## config.mk

```make
export PLATFORM = sky130hd
export DESIGN_NAME = i2crs_top
export DESIGN_NICKNAME = d
export VERILOG_FILES = /design/src/logic/i2crs_pkg.sv /design/src/logic/i2crs_dur_cnt.sv /design/src/logic/i2crs_top.sv
export SDC_FILE = /design/constraint.sdc
export NUM_CORES = 1
export LEC_CHECK = 0
export BUFFER_PORTS_ARGS = -buffer_cell sky130_fd_sc_hd__clkbuf_2
export CAP_MARGIN = 20
export CORE_UTILIZATION = 40
export DETAILED_ROUTE_END_ITERATION = 12
export SLEW_MARGIN = 20
export SYNTH_ARGS = -nofsm -noshare
export SYNTH_HDL_FRONTEND = slang
export SYNTH_SLANG_ARGS = --single-unit
```

## constraint.sdc

```tcl
create_clock -name clk_i -period 5.9 [get_ports clk_i]
set_input_delay 1.18 -clock clk_i [delete_from_list [all_inputs] [get_ports clk_i]]
set_output_delay 1.18 -clock clk_i [all_outputs]
set_load 0.005 [all_outputs]
```

## src/logic/i2crs_pkg.sv

```systemverilog
// Purpose: Shared constants and carriers for the range-address and SMBus timeout block.
// Assumes: An 8-bit register file behind a 32-bit AXI4-Lite slave, one word per register.
// Notes:   Register indices are word indices; the byte address is four times the index.

// ==================================================================
// Package
package i2crs_pkg;

    localparam int         AXI_ADDR_W = 8;
    localparam int         AXI_DATA_W = 32;

    // Register word indices.
    localparam logic [3:0] IDX_RANGE  = 4'h7;
    localparam logic [3:0] IDX_SMBCS  = 4'h8;
    localparam logic [3:0] IDX_ADDR2  = 4'h9;
    localparam logic [3:0] IDX_LT_HI  = 4'ha;
    localparam logic [3:0] IDX_LT_LO  = 4'hb;
    localparam logic [3:0] IDX_AUX    = 4'hc;

    // Control and status field positions.
    localparam int         FLD_IACK   = 7;
    localparam int         FLD_ALERT  = 6;
    localparam int         FLD_SADEN  = 5;
    localparam int         FLD_TOCSEL = 4;
    localparam int         FLD_LOWF   = 3;
    localparam int         FLD_IDLE   = 2;
    localparam int         FLD_SHSL   = 1;
    localparam int         FLD_SHSLIE = 0;
    localparam int         FLD_RGEN   = 0;
    localparam int         FLD_ACKV   = 1;

    localparam logic [7:0] RST_BYTE   = 8'h00;
    localparam logic [6:0] RST_ADDR7  = 7'h00;
    localparam logic [6:0] ARA_ADDR   = 7'h0c;

    // Timeout counter clock: module clock divided by 64, or undivided.
    localparam int         PRE_W      = 6;
    localparam logic [5:0] PRE_LAST   = 6'h3f;
    localparam int         LT_W       = 16;
    localparam int         HIGH_SHIFT = 9;

    localparam logic [1:0] RESP_OKAY  = 2'h0;
    localparam logic [1:0] RESP_SLVERR = 2'h2;

    typedef struct packed {
        logic       valid;
        logic [6:0] addr;
    } i2crs_addr_s;

    typedef struct packed {
        logic strobe;
        logic nack;
    } i2crs_ack_s;

    typedef struct packed {
        logic range;
        logic alert;
        logic second;
    } i2crs_hit_s;

endpackage

```

## src/logic/i2crs_dur_cnt.sv

```systemverilog
// Purpose: Measures how long a bus condition holds, in timeout counter ticks.
// Assumes: cond_i is synchronous to clk_i; tick_i is a one-cycle enable.
// Notes:   The count restarts whenever the condition drops.
`timescale 1ns/1ps
`default_nettype none

module i2crs_dur_cnt #(
    parameter int CNT_W = 16
) (
    input  wire logic             clk_i,   // Module clock.
    input  wire logic             rst_i,   // Synchronous reset, active high.
    input  wire logic             cond_i,  // Condition being timed.
    input  wire logic             en_i,    // Detection enabled.
    input  wire logic             tick_i,  // Counter clock tick.
    input  wire logic [CNT_W-1:0] limit_i, // Ticks the condition may last.
    output logic                  over_o,  // Condition lasted longer than the limit.
    output logic                  fire_o   // One-cycle pulse when over_o rises.
);

    logic [CNT_W-1:0] cnt_q;
    logic             at_limit;

    assign at_limit = (cnt_q == limit_i);

    // ==================================================================
    // Counter
    always_ff @(posedge clk_i) begin
        if (rst_i || !cond_i || !en_i) begin
            cnt_q  <= '0;
            over_o <= 1'b0;
            fire_o <= 1'b0;
        end else begin
            fire_o <= tick_i && !over_o && at_limit;
            if (tick_i && !over_o && at_limit) begin
                over_o <= 1'b1;
            end else if (tick_i && !over_o) begin
                cnt_q <= cnt_q + 1'b1;
            end
        end
    end
endmodule

`default_nettype wire

```

## src/logic/i2crs_top.sv

```systemverilog
// Purpose: Range address matching, SMBus address enables, fast ACK and bus timeouts.
// Assumes: scl_i and sda_i are already synchronous and filtered; the byte engine
//          outside presents received addresses and received-byte events.
// Notes:   Registers sit behind an AXI4-Lite slave, one 8-bit register per word.
//
// How it works
// - Range upper address held in bits seven down.
// - Range register bit zero reads zero always.
// - Nonzero write with range enable activates matching.
// - Range address is the top accepted address.
// - Idle flag: both lines high past threshold.
// - Bus counts free while both lines high.
// - Fast ACK waits for software ACK choice.
// - Alert response address matches only when enabled.
// - Second address compared only when enabled.
// - Timeout clock: module clock or divided by 64.
// - SCL low timeout sets flag; write one clears.
// - Zero low timeout value disables low detection.
// - SCL high SDA low timeout flag; write clears.
// - High-low timeout interrupt gated by its enable.
// - Low timeout built from high and low bytes.
// - Second address register holds seven-bit address.
`timescale 1ns/1ps
`default_nettype none

module i2crs_top #(
    parameter int ADDR_W = i2crs_pkg::AXI_ADDR_W,
    parameter int DATA_W = i2crs_pkg::AXI_DATA_W
) (
    input  wire logic                   clk_i,        // Module clock, 200 MHz.
    input  wire logic                   rst_i,        // Synchronous reset, active high.
    input  wire logic [ADDR_W-1:0]      s_awaddr_i,   // Write address.
    input  wire logic                   s_awvalid_i,  // Write address valid.
    output logic                        s_awready_o,  // Write address ready.
    input  wire logic [DATA_W-1:0]      s_wdata_i,    // Write data.
    input  wire logic [DATA_W/8-1:0]    s_wstrb_i,    // Write byte enables.
    input  wire logic                   s_wvalid_i,   // Write data valid.
    output logic                        s_wready_o,   // Write data ready.
    output logic [1:0]                  s_bresp_o,    // Write response.
    output logic                        s_bvalid_o,   // Write response valid.
    input  wire logic                   s_bready_i,   // Write response ready.
    input  wire logic [ADDR_W-1:0]      s_araddr_i,   // Read address.
    input  wire logic                   s_arvalid_i,  // Read address valid.
    output logic                        s_arready_o,  // Read address ready.
    output logic [DATA_W-1:0]           s_rdata_o,    // Read data.
    output logic [1:0]                  s_rresp_o,    // Read response.
    output logic                        s_rvalid_o,   // Read data valid.
    input  wire logic                   s_rready_i,   // Read data ready.
    input  wire logic                   scl_i,        // Bus clock line level.
    input  wire logic                   sda_i,        // Bus data line level.
    input  wire logic [6:0]             base_addr_i,  // Lower bound of the range.
    input  wire i2crs_pkg::i2crs_addr_s addr_req_i,   // Received address to match.
    input  wire logic                   byte_rcvd_i,  // Data byte received pulse.
    output i2crs_pkg::i2crs_hit_s       hit_o,        // Address match pulses.
    output i2crs_pkg::i2crs_ack_s       ack_o,        // ACK/NACK command pulse.
    output logic                        bus_free_o,   // Bus seen free by a master.
    output logic                        irq_o         // High-low timeout interrupt.
);

    // ==================================================================
    // Register bus decode
    function automatic logic is_mapped(input logic [ADDR_W-1:0] a);
        logic [3:0] i;
        i = a[5:2];
        return (a[1:0] == 2'h0) && (a[ADDR_W-1:6] == '0) &&
               (i >= i2crs_pkg::IDX_RANGE) && (i <= i2crs_pkg::IDX_AUX);
    endfunction

    logic [ADDR_W-1:0] aw_addr_q;
    logic              aw_full_q;
    logic [7:0]        w_data_q;
    logic              w_strb_q;
    logic              w_full_q;
    logic              do_write;
    logic              aw_full_d;
    logic              w_full_d;
    logic              bvalid_d;
    logic              wr_ok;
    logic [3:0]        wr_idx;
    logic              wr_range;
    logic              wr_smb;
    logic              wr_addr2;
    logic              wr_lt_hi;
    logic              wr_lt_lo;
    logic              wr_aux;
    logic              rd_take;
    logic [3:0]        rd_idx;
    logic [7:0]        rd_byte;

    assign do_write  = aw_full_q && w_full_q && !s_bvalid_o;
    assign aw_full_d = !do_write && (aw_full_q || (s_awvalid_i && s_awready_o));
    assign w_full_d  = !do_write && (w_full_q || (s_wvalid_i && s_wready_o));
    assign bvalid_d  = do_write || (s_bvalid_o && !s_bready_i);
    assign wr_ok     = do_write && is_mapped(aw_addr_q) && w_strb_q;
    assign wr_idx    = aw_addr_q[5:2];
    assign wr_range  = wr_ok && (wr_idx == i2crs_pkg::IDX_RANGE);
    assign wr_smb    = wr_ok && (wr_idx == i2crs_pkg::IDX_SMBCS);
    assign wr_addr2  = wr_ok && (wr_idx == i2crs_pkg::IDX_ADDR2);
    assign wr_lt_hi  = wr_ok && (wr_idx == i2crs_pkg::IDX_LT_HI);
    assign wr_lt_lo  = wr_ok && (wr_idx == i2crs_pkg::IDX_LT_LO);
    assign wr_aux    = wr_ok && (wr_idx == i2crs_pkg::IDX_AUX);
    assign rd_take   = s_arvalid_i && s_arready_o;
    assign rd_idx    = s_araddr_i[5:2];

    always_ff @(posedge clk_i) begin
        if (rst_i) begin
            aw_full_q   <= 1'b0;
            w_full_q    <= 1'b0;
            aw_addr_q   <= '0;
            w_data_q    <= i2crs_pkg::RST_BYTE;
            w_strb_q    <= 1'b0;
            s_awready_o <= 1'b1;
            s_wready_o  <= 1'b1;
            s_bvalid_o  <= 1'b0;
            s_bresp_o   <= i2crs_pkg::RESP_OKAY;
        end else begin
            aw_full_q   <= aw_full_d;
            w_full_q    <= w_full_d;
            s_awready_o <= !aw_full_d;
            s_wready_o  <= !w_full_d;
            s_bvalid_o  <= bvalid_d;
            if (s_awvalid_i && s_awready_o) begin
                aw_addr_q <= s_awaddr_i;
            end
            if (s_wvalid_i && s_wready_o) begin
                w_data_q <= s_wdata_i[7:0];
                w_strb_q <= s_wstrb_i[0];
            end
            if (do_write) begin
                s_bresp_o <= is_mapped(aw_addr_q) ? i2crs_pkg::RESP_OKAY
                                                  : i2crs_pkg::RESP_SLVERR;
            end
        end
    end

    always_ff @(posedge clk_i) begin
        if (rst_i) begin
            s_arready_o <= 1'b1;
            s_rvalid_o  <= 1'b0;
            s_rdata_o   <= '0;
            s_rresp_o   <= i2crs_pkg::RESP_OKAY;
        end else if (rd_take) begin
            s_arready_o <= 1'b0;
            s_rvalid_o  <= 1'b1;
            s_rdata_o   <= {{(DATA_W-8){1'b0}}, is_mapped(s_araddr_i) ? rd_byte : 8'h00};
            s_rresp_o   <= is_mapped(s_araddr_i) ? i2crs_pkg::RESP_OKAY
                                                 : i2crs_pkg::RESP_SLVERR;
        end else if (s_rvalid_o && s_rready_i) begin
            s_arready_o <= 1'b1;
            s_rvalid_o  <= 1'b0;
        end
    end

    // ==================================================================
    // Registers
    logic [6:0]  range_addr_q;
    logic        range_active_q;
    logic        iack_q;
    logic        alert_q;
    logic        saden_q;
    logic        tocsel_q;
    logic        lowf_q;
    logic        shsl_q;
    logic        shslie_q;
    logic [6:0]  addr2_q;
    logic [7:0]  lt_hi_q;
    logic [7:0]  lt_lo_q;
    logic        rgen_q;
    logic        ackv_q;
    logic        idle_flag;
    logic        low_fire;
    logic        hs_fire;
    logic        lowf_d;
    logic        shsl_d;
    logic [15:0] lt_val;

    assign lt_val = {lt_hi_q, lt_lo_q};
    // A new timeout event wins over a write-one clear in the same cycle.
    assign lowf_d = low_fire || (lowf_q && !(wr_smb && w_data_q[i2crs_pkg::FLD_LOWF]));
    assign shsl_d = hs_fire || (shsl_q && !(wr_smb && w_data_q[i2crs_pkg::FLD_SHSL]));

    assign rd_byte =
        (rd_idx == i2crs_pkg::IDX_RANGE) ? {range_addr_q, 1'b0} :
        (rd_idx == i2crs_pkg::IDX_SMBCS) ? {iack_q, alert_q, saden_q, tocsel_q,
                                            lowf_q, idle_flag, shsl_q, shslie_q} :
        (rd_idx == i2crs_pkg::IDX_ADDR2) ? {addr2_q, 1'b0} :
        (rd_idx == i2crs_pkg::IDX_LT_HI) ? lt_hi_q :
        (rd_idx == i2crs_pkg::IDX_LT_LO) ? lt_lo_q :
        {6'h00, ackv_q, rgen_q};

    always_ff @(posedge clk_i) begin
        if (rst_i) begin
            range_addr_q   <= i2crs_pkg::RST_ADDR7;
            range_active_q <= 1'b0;
            {iack_q, alert_q, saden_q, tocsel_q} <= 4'h0;
            shslie_q       <= 1'b0;
            lowf_q         <= 1'b0;
            shsl_q         <= 1'b0;
            addr2_q        <= i2crs_pkg::RST_ADDR7;
            lt_hi_q        <= i2crs_pkg::RST_BYTE;
            lt_lo_q        <= i2crs_pkg::RST_BYTE;
            rgen_q         <= 1'b0;
            ackv_q         <= 1'b0;
        end else begin
            lowf_q <= lowf_d;
            shsl_q <= shsl_d;
            if (wr_range) begin
                range_addr_q   <= w_data_q[7:1];
                range_active_q <= rgen_q && (w_data_q != 8'h00);
            end
            if (wr_smb) begin
                iack_q   <= w_data_q[i2crs_pkg::FLD_IACK];
                alert_q  <= w_data_q[i2crs_pkg::FLD_ALERT];
                saden_q  <= w_data_q[i2crs_pkg::FLD_SADEN];
                tocsel_q <= w_data_q[i2crs_pkg::FLD_TOCSEL];
                shslie_q <= w_data_q[i2crs_pkg::FLD_SHSLIE];
            end
            if (wr_addr2) begin
                addr2_q <= w_data_q[7:1];
            end
            if (wr_lt_hi) begin
                lt_hi_q <= w_data_q;
            end
            if (wr_lt_lo) begin
                lt_lo_q <= w_data_q;
            end
            if (wr_aux) begin
                rgen_q <= w_data_q[i2crs_pkg::FLD_RGEN];
                ackv_q <= w_data_q[i2crs_pkg::FLD_ACKV];
            end
        end
    end

    // ==================================================================
    // Timeout counters
    logic [i2crs_pkg::PRE_W-1:0] pre_q;
    logic                        tick;
    logic [2:0]                  cond_v;
    logic [2:0]                  en_v;
    logic [2:0]                  over_v;
    logic [2:0]                  fire_v;
    logic [i2crs_pkg::LT_W-1:0]  lim_v [3];
    logic [i2crs_pkg::LT_W-1:0]  high_lim;

    assign tick     = tocsel_q || (pre_q == i2crs_pkg::PRE_LAST);
    assign high_lim = lt_val >> i2crs_pkg::HIGH_SHIFT;
    // Index 0: both lines high, 1: SCL high with SDA low, 2: SCL low.
    assign cond_v   = {!scl_i, scl_i && !sda_i, scl_i && sda_i};
    assign en_v     = {lt_val != 16'h0000, 2'b11};
    assign lim_v[0] = high_lim;
    assign lim_v[1] = high_lim;
    assign lim_v[2] = lt_val;
    assign idle_flag = over_v[0];
    assign hs_fire  = fire_v[1];
    assign low_fire = fire_v[2];

    always_ff @(posedge clk_i) begin
        if (rst_i) begin
            pre_q <= '0;
        end else begin
            pre_q <= pre_q + 1'b1;
        end
    end

    for (genvar g = 0; g < 3; g++) begin : g_dur
        i2crs_dur_cnt #(
            .CNT_W (i2crs_pkg::LT_W)
        ) u_cnt (
            .clk_i   (clk_i),
            .rst_i   (rst_i),
            .cond_i  (cond_v[g]),
            .en_i    (en_v[g]),
            .tick_i  (tick),
            .limit_i (lim_v[g]),
            .over_o  (over_v[g]),
            .fire_o  (fire_v[g])
        );
    end

    // ==================================================================
    // Address matching, acknowledge control and outputs
    i2crs_pkg::i2crs_hit_s hit_d;
    logic                  ack_pend_q;

    assign hit_d.range  = addr_req_i.valid && rgen_q && range_active_q &&
                          (addr_req_i.addr >= base_addr_i) &&
                          (addr_req_i.addr <= range_addr_q);
    assign hit_d.alert  = addr_req_i.valid && alert_q &&
                          (addr_req_i.addr == i2crs_pkg::ARA_ADDR);
    assign hit_d.second = addr_req_i.valid && saden_q &&
                          (addr_req_i.addr == addr2_q);

    always_ff @(posedge clk_i) begin
        if (rst_i) begin
            hit_o      <= '0;
            ack_o      <= '0;
            ack_pend_q <= 1'b0;
            bus_free_o <= 1'b0;
            irq_o      <= 1'b0;
        end else begin
            hit_o      <= hit_d;
            // Measuring the idle time still counts as a free bus for arbitration.
            bus_free_o <= scl_i && sda_i;
            irq_o      <= shsl_q && shslie_q;
            if (byte_rcvd_i && !iack_q) begin
                ack_o <= '{strobe: 1'b1, nack: ackv_q};
            end else if (wr_aux && ack_pend_q) begin
                ack_o      <= '{strobe: 1'b1, nack: w_data_q[i2crs_pkg::FLD_ACKV]};
                ack_pend_q <= 1'b0;
            end else begin
                ack_o <= '0;
            end
            if (byte_rcvd_i && iack_q) begin
                ack_pend_q <= 1'b1;
            end
        end
    end
endmodule

`default_nettype wire

```

# Word level (Yosys, flattened, before mapping)
# Index checks and enable logic that the tools add are counted.
word_totals:
  output_inout_bits: 48
  elab_cells: 177
  register_bits: 143
  input_bits: 77
classes:
  n_bitwise: 3
  addsub: 4
  magnitude_cmp: 6
  reduce_logical: 85
  eq_ne: 18
  mux: 17
op_table:
  columns: ["operator", "n"]
  rows:
  - ["$add 16x1->16 const B", 3]
  - ["$logic_and 1x1->1", 48]
  - ["$mux 8", 6]
  - ["$eq 4x4->1 const B", 9]
  - ["$eq 16x7->1", 2]
  - ["$eq 16x16->1", 1]
  - ["$reduce_bool 16->1", 1]
  - ["$logic_not 1->1", 15]
  - ["$logic_or 1x1->1", 10]
  - ["$eq 4x3->1 const B", 2]
  - ["$ge 4x3->1 const B", 2]
  - ["$le 4x4->1 const B", 2]
  - ["$logic_not 2->1", 4]
  - ["$mux 2", 4]
  - ["$reduce_and 2->1", 4]
  - ["$reduce_bool 8->1", 1]
  - ["$eq 7x4->1 const B", 1]
  - ["$eq 7x7->1", 1]
  - ["$ge 7x7->1", 1]
  - ["$le 7x7->1", 1]
  - ["$mux 1", 7]
  - ["$add 6x1->6 const B", 1]
  - ["$eq 6x6->1 const B", 1]
  - ["$reduce_bool 2->1", 2]
  - ["2 further kinds", 4]

# Longest topological paths before layout
depth:
  ltp_word: 11
  ltp_mapped: 8
  mapped_depth_nobuf: 7

# Hierarchy
# From an unflattened synthesis, not the netlist that was laid out.
hier_totals:
  cells_unflattened: 842
  area_unflattened_um2: 7397.1
modules_own_cells:
  columns: ["module", "area_each_um2", "n_inst", "cells_each", "seq_area_each_um2"]
  rows:
  - ["i2crs_top", 4255.3, 1, 476, 1761.7]
  - ["i2crs_dur_cnt", 1047.3, 3, 122, 360.3]

# Worst setup path before layout
# OpenSTA, ideal clock, no wires.
synth_path:
  kind: "input to register"
  from: "in s_araddr_i[2]"
  to: "reg s_rdata_o[6]"
  path_buffers: 1
  required_time_ns: 5.772
  path_stages: 6
  t_arrival_ns: 2.353
  setup_ns: 0.128
  path_slack_ns: 3.419
  path_cell_list: "clkbuf_1 mux2_2 a222oi_1 inv_1 a22oi_1 nor2_1"
synth_between:
  elab_chain_len: 7
  elab_cells_between_ends: 15
  classes_between: "order compare (2); eq/ne (5); mux (6); reduce/logical (2)"
synth_lines:
  columns: ["element", "line", "rtl"]
  rows:
  - ["from (decl)", "i2crs_top.sv:42", "input wire logic [ADDR_W-1:0] s_araddr_i,"]
  - ["$eq 4x4->1", "i2crs_top.sv:188", "(rd_idx == i2crs_pkg::IDX_LT_LO) ? lt_lo_q :"]
  - ["$mux 8", "i2crs_top.sv:188", null]
  - ["$mux 8", "i2crs_top.sv:187", "(rd_idx == i2crs_pkg::IDX_LT_HI) ? lt_hi_q :"]
  - ["$mux 8", "i2crs_top.sv:186", "(rd_idx == i2crs_pkg::IDX_ADDR2) ? {addr2_q, 1'b0} :"]
  - ["$mux 8", "i2crs_top.sv:184", "(rd_idx == i2crs_pkg::IDX_SMBCS) ? {iack_q, alert_q, saden_q, tocsel_q,"]
  - ["$mux 8", "i2crs_top.sv:183", "(rd_idx == i2crs_pkg::IDX_RANGE) ? {range_addr_q, 1'b0} :"]
  - ["$mux 8 *", "i2crs_top.sv:145", "s_rdata_o <= {{(DATA_W-8){1'b0}}, is_mapped(s_araddr_i) ? rd_byte : 8'h00};"]
  - ["to (signal assigned)", "i2crs_top.sv:145", null]
  - ["to (decl)", "i2crs_top.sv:45", "output logic [DATA_W-1:0] s_rdata_o,"]
# Mark *: on every way between the ends. The rest lies on a longest branch, timed or not.
# A chain may end at the register's enable or synchronous reset.

# Worst setup path in the final report
layout_path:
  from: "in s_araddr_i[2]"
  to: "reg s_rdata_o[7]"
# The elaborated chain is that of the path after synthesis.

==> flow_metrics.py <==
metrics = {
    "status": {
        "outcome": "completed",
    },
    "synthesis": {
        "async_flop_share": 0,
        "netlist.area_leader.share": 0.389,
        "netlist.top_cell.by_area": "dfxtp_1",
        "ys_ff_latch": 141,
        "mappedNetlistArea_um2": 7250,
        "synthTopCellsByCount": "141 x dfxtp_1, 93 x nand2_1, 71 x a21oi_1",
        "synthDistinctLibCells": 67,
        "synth_edf_count": 0,
        "total_of_warnings_raised_by_yosys": 0,
        "most_frequent_cell_after_synthesis": "dfxtp_1",
        "portion_of_the_post_synthesis_area_used_by_sequential_elements": 0.389,
        "avgSynthCellArea_um2": 8.53,
        "synth-main-ff-cell": "dfxtp_1",
        "yosys-top-cells-area": "dfxtp_1 39%, mux2i_1 5.2%, xnor2_1 5.1%",
        "netlist_instances": 850,
    },
    "job": {
        "max_cap_viol_count": 0,
    },
    "hold_path": {
        "min_path_type": "flop to flop",
    },
    "timing": {
        "fin_crit_ns": 2.65,
        "finalCritPeriodShare": 0.450,
        "worst-slew-pin-transition_ns": 0.877,
        "fin_hold_ws_ns": 0.446,
        "timing.final.setup_violations": 0,
        "post_route_clock_skew_ns": 0.00983,
        "maxSlewViolCount": 0,
        "timing.setup.tns_ns": 0,
        "grt_setup_unrepaired": "false",
        "max_slew_margin": 0.414,
        "hold_violations": 0,
        "max_freq_mhz": 377,
    },
    "power_and_ir_drop": {
        "combinationalPowerShare": 0.048,
        "powerDensity_nw_per_um2": 276,
        "total_power_uw": 2280,
        "peakVddDrop_mv": 0.209,
        "p_int_uw": 1780,
        "power_leakage_uw": 0.00303,
        "power.sequential.fraction": 0.434,
        "p_clk_frac": 0.518,
        "p_sw_uw": 503,
        "power.share.switching": 0.221,
    },
    "critical_path": {
        "crit_family": "simple AND/OR/NAND/NOR gates",
        "worst_setup_path_start_kind": "primary input",
        "crit_path_top_delay_cell": "and4b_1",
        "timing.critical_path.required_ns": 6.25,
        "endpoint_kind": "flop",
        "criticalPathCategory": "primary input to flop",
        "critical_path_buf_inv_count": 1,
        "worst_ep_arrival_time_ns": 3.00,
        "slowest_delay_ns": 0.53,
        "worst-path-max-fanout": 20,
        "worstPathCellList": "clkbuf_2, and4b_1, a21oi_1, nor3_1, nand2b_1, o21ai_0",
    },
    "detailed_routing": {
        "count_of_antenna_violating_nets_left_after_detailed_routing": 0,
        "detailed_route_iter0_violations": 335,
        "totalWireLength_um": 17400,
        "post-route-drc-count": 0,
        "dr_total_vias": 6130,
        "detailedRoute.firstPassIterationCount": 5,
        "detail_route.vias_per_cell": 5.40,
        "drt-wirelength-per-cell_um": 15.3,
    },
    "clock_tree": {
        "tritoncts.num_buffers": 17,
        "clk_root_buffer_cell": "clkbuf_16",
        "post_cts_buffers": 0,
        "cts_max_path_buffers": 2,
        "postCtsHoldBufs": 0,
        "worstSkewPairLatency_ns": 0.42,
        "cts.reportedPaths.clkPinSlew_ns": 0.06,
        "cts_repair_resize_count": 0,
        "clock-sinks": 141,
        "cts-htree-levels": 4,
        "cts_tree": "built",
    },
    "finish": {
        "syn2layout_area_growth_pct": 13.8,
        "drive_gt1_frac": 0.146,
        "final_net_count": 992,
        "fin_cells": 1135,
        "num_antenna_cells": 0,
    },
    "die": {
        "pin_count": 125,
        "initial_utilization": 0.415,
        "die_h_um": 137,
        "area_of_the_core_um2": 17500,
        "die-width_um": 137,
        "floorplan.rows": 48,
        "die-area_um2": 18700,
    },
    "grt": {
        "maximum_number_of_pins_on_one_net_before_global_route_repair": 80,
        "track_usage": 0.198,
        "wire_length_of_the_first_global_routing_pass_um": 28800,
        "initial_antenna_violation_count": 0,
        "grt_pass1_vias": 5652,
        "globalRoute.totalOverflow": 0,
    },
    "placement": {
        "port_buffers": 71,
        "place.gp.congestion": 0.833,
        "dp.final_hpwl_um": 12300,
        "placedCellCount": 1103,
    },
}
==> routing by layer <==
layer  routed length (um)  GRT usage  share of wire
met2                 8170      0.318           0.47
met4                  224     0.0735          0.013
met1                 8300      0.260           0.48
met3                  696     0.0426          0.040
met5                    0          0              0
==> flip-flops by register name, summed over array words and instances, names as in the netlist, 2 cells and up <==
| name | count |
|---|---|
| g_dur.u_cnt.cnt_q | 48 |
| aw_addr_q | 8 |
| lt_hi_q | 8 |
| lt_lo_q | 8 |
| s_rdata_o | 8 |
| w_data_q | 8 |
| addr2_q | 7 |
| range_addr_q | 7 |
| pre_q | 6 |
| g_dur.u_cnt.over_o | 3 |
| hit_o | 3 |
| ack_o | 2 |
| g_dur.u_cnt.fire_o | 2 |
==> power groups by stage <==
| stage | clock, uW | sequential, uW | combinational, uW |
|---|---|---|---|
| 6_report | 1180 | 988 | 109 |
| 5_1_grt | 1250 | 991 | 126 |
| 4_1_cts | 1210 | 988 | 110 |
| 3_5_place_dp | 0 | 1010 | 109 |
| 3_3_place_gp | 0 | 1010 | 109 |
| 2_1_floorplan | 0 | 1000 | 84.5 |
==> cell type report <==
type                            count  area [um2]
Multi-Input combinational cell    629        3970
Timing Repair Buffer               79         415
Inverter                           29         109
Tap cell                          225         282
Fill cell                        1704        9230
Clock buffer                       19         443
Sequential cell                   141        2820
Clock inverter                     13         214
==> cells in the final DEF (no fill, tap or decap), types with 6 or more instances in the layout <==
master	count
inv_1	29
mux2i_1	38
clkbuf_16	17
xnor2_1	42
conb_1	26
a22oi_1	7
o31ai_1	15
nor2_1	65
clkbuf_2	71
nand2b_1	14
nor3_1	11
or4_1	22
nand4_1	24
nor4_1	12
nand3_1	30
and4_1	6
or3_1	9
ha_1	18
o21ai_0	33
a21oi_1	71
dfxtp_1	141
buf_4	8
nand2_1	93
==> through the flow <==
stage                      util  area [um2]  worst slack (ns)
after floorplan               -        7340              3.42
after global placement    0.435        7590              2.84
after detailed placement  0.435        7590              2.81
after CTS                 0.472        8250              3.26
after global routing      0.472        8250              3.01
final                     0.472        8250              3.25
==> cells by family (layout without fill, tap and decap cells) <==
logic type,after synthesis,after routing,share of synthesized area
AND/OR/NAND/NOR,328,328,0.239
AO/OA/AOI/OAI,168,168,0.147
flip-flops,141,141,0.389
buffers and inverters,105,140,0.0785
XOR/XNOR,47,47,0.0568
multiplexers,42,42,0.0587
adder cells (fa/ha/maj),18,18,0.0311
other,1,26,0.000517
==> worst reg2reg max path: cells and delay by family (launching register included) <==
family | cells | cell delay [ns]
compound gates | 3 | 0.88
fa+ha+maj | 1 | 0.19
buf+inv | 1 | 0.26
flops | 1 | 0.35
simple gates | 2 | 0.72
==> path summary, 6_finish.rpt <==
check / from / to / slack (ns) / cells after the start
worst min register to register: pre_q[0] / pre_q[0] / 0.45 / 1
worst max register to register: pre_q[0] / g_dur[1].u_cnt.cnt_q[6] / 3.45 / 7
worst min-delay path: pre_q[0] / pre_q[0] / 0.45 / 1
worst max-delay path: s_araddr_i[2] / s_rdata_o[7] / 3.25 / 6
Note: power is estimated with default switching activity, not from simulation.
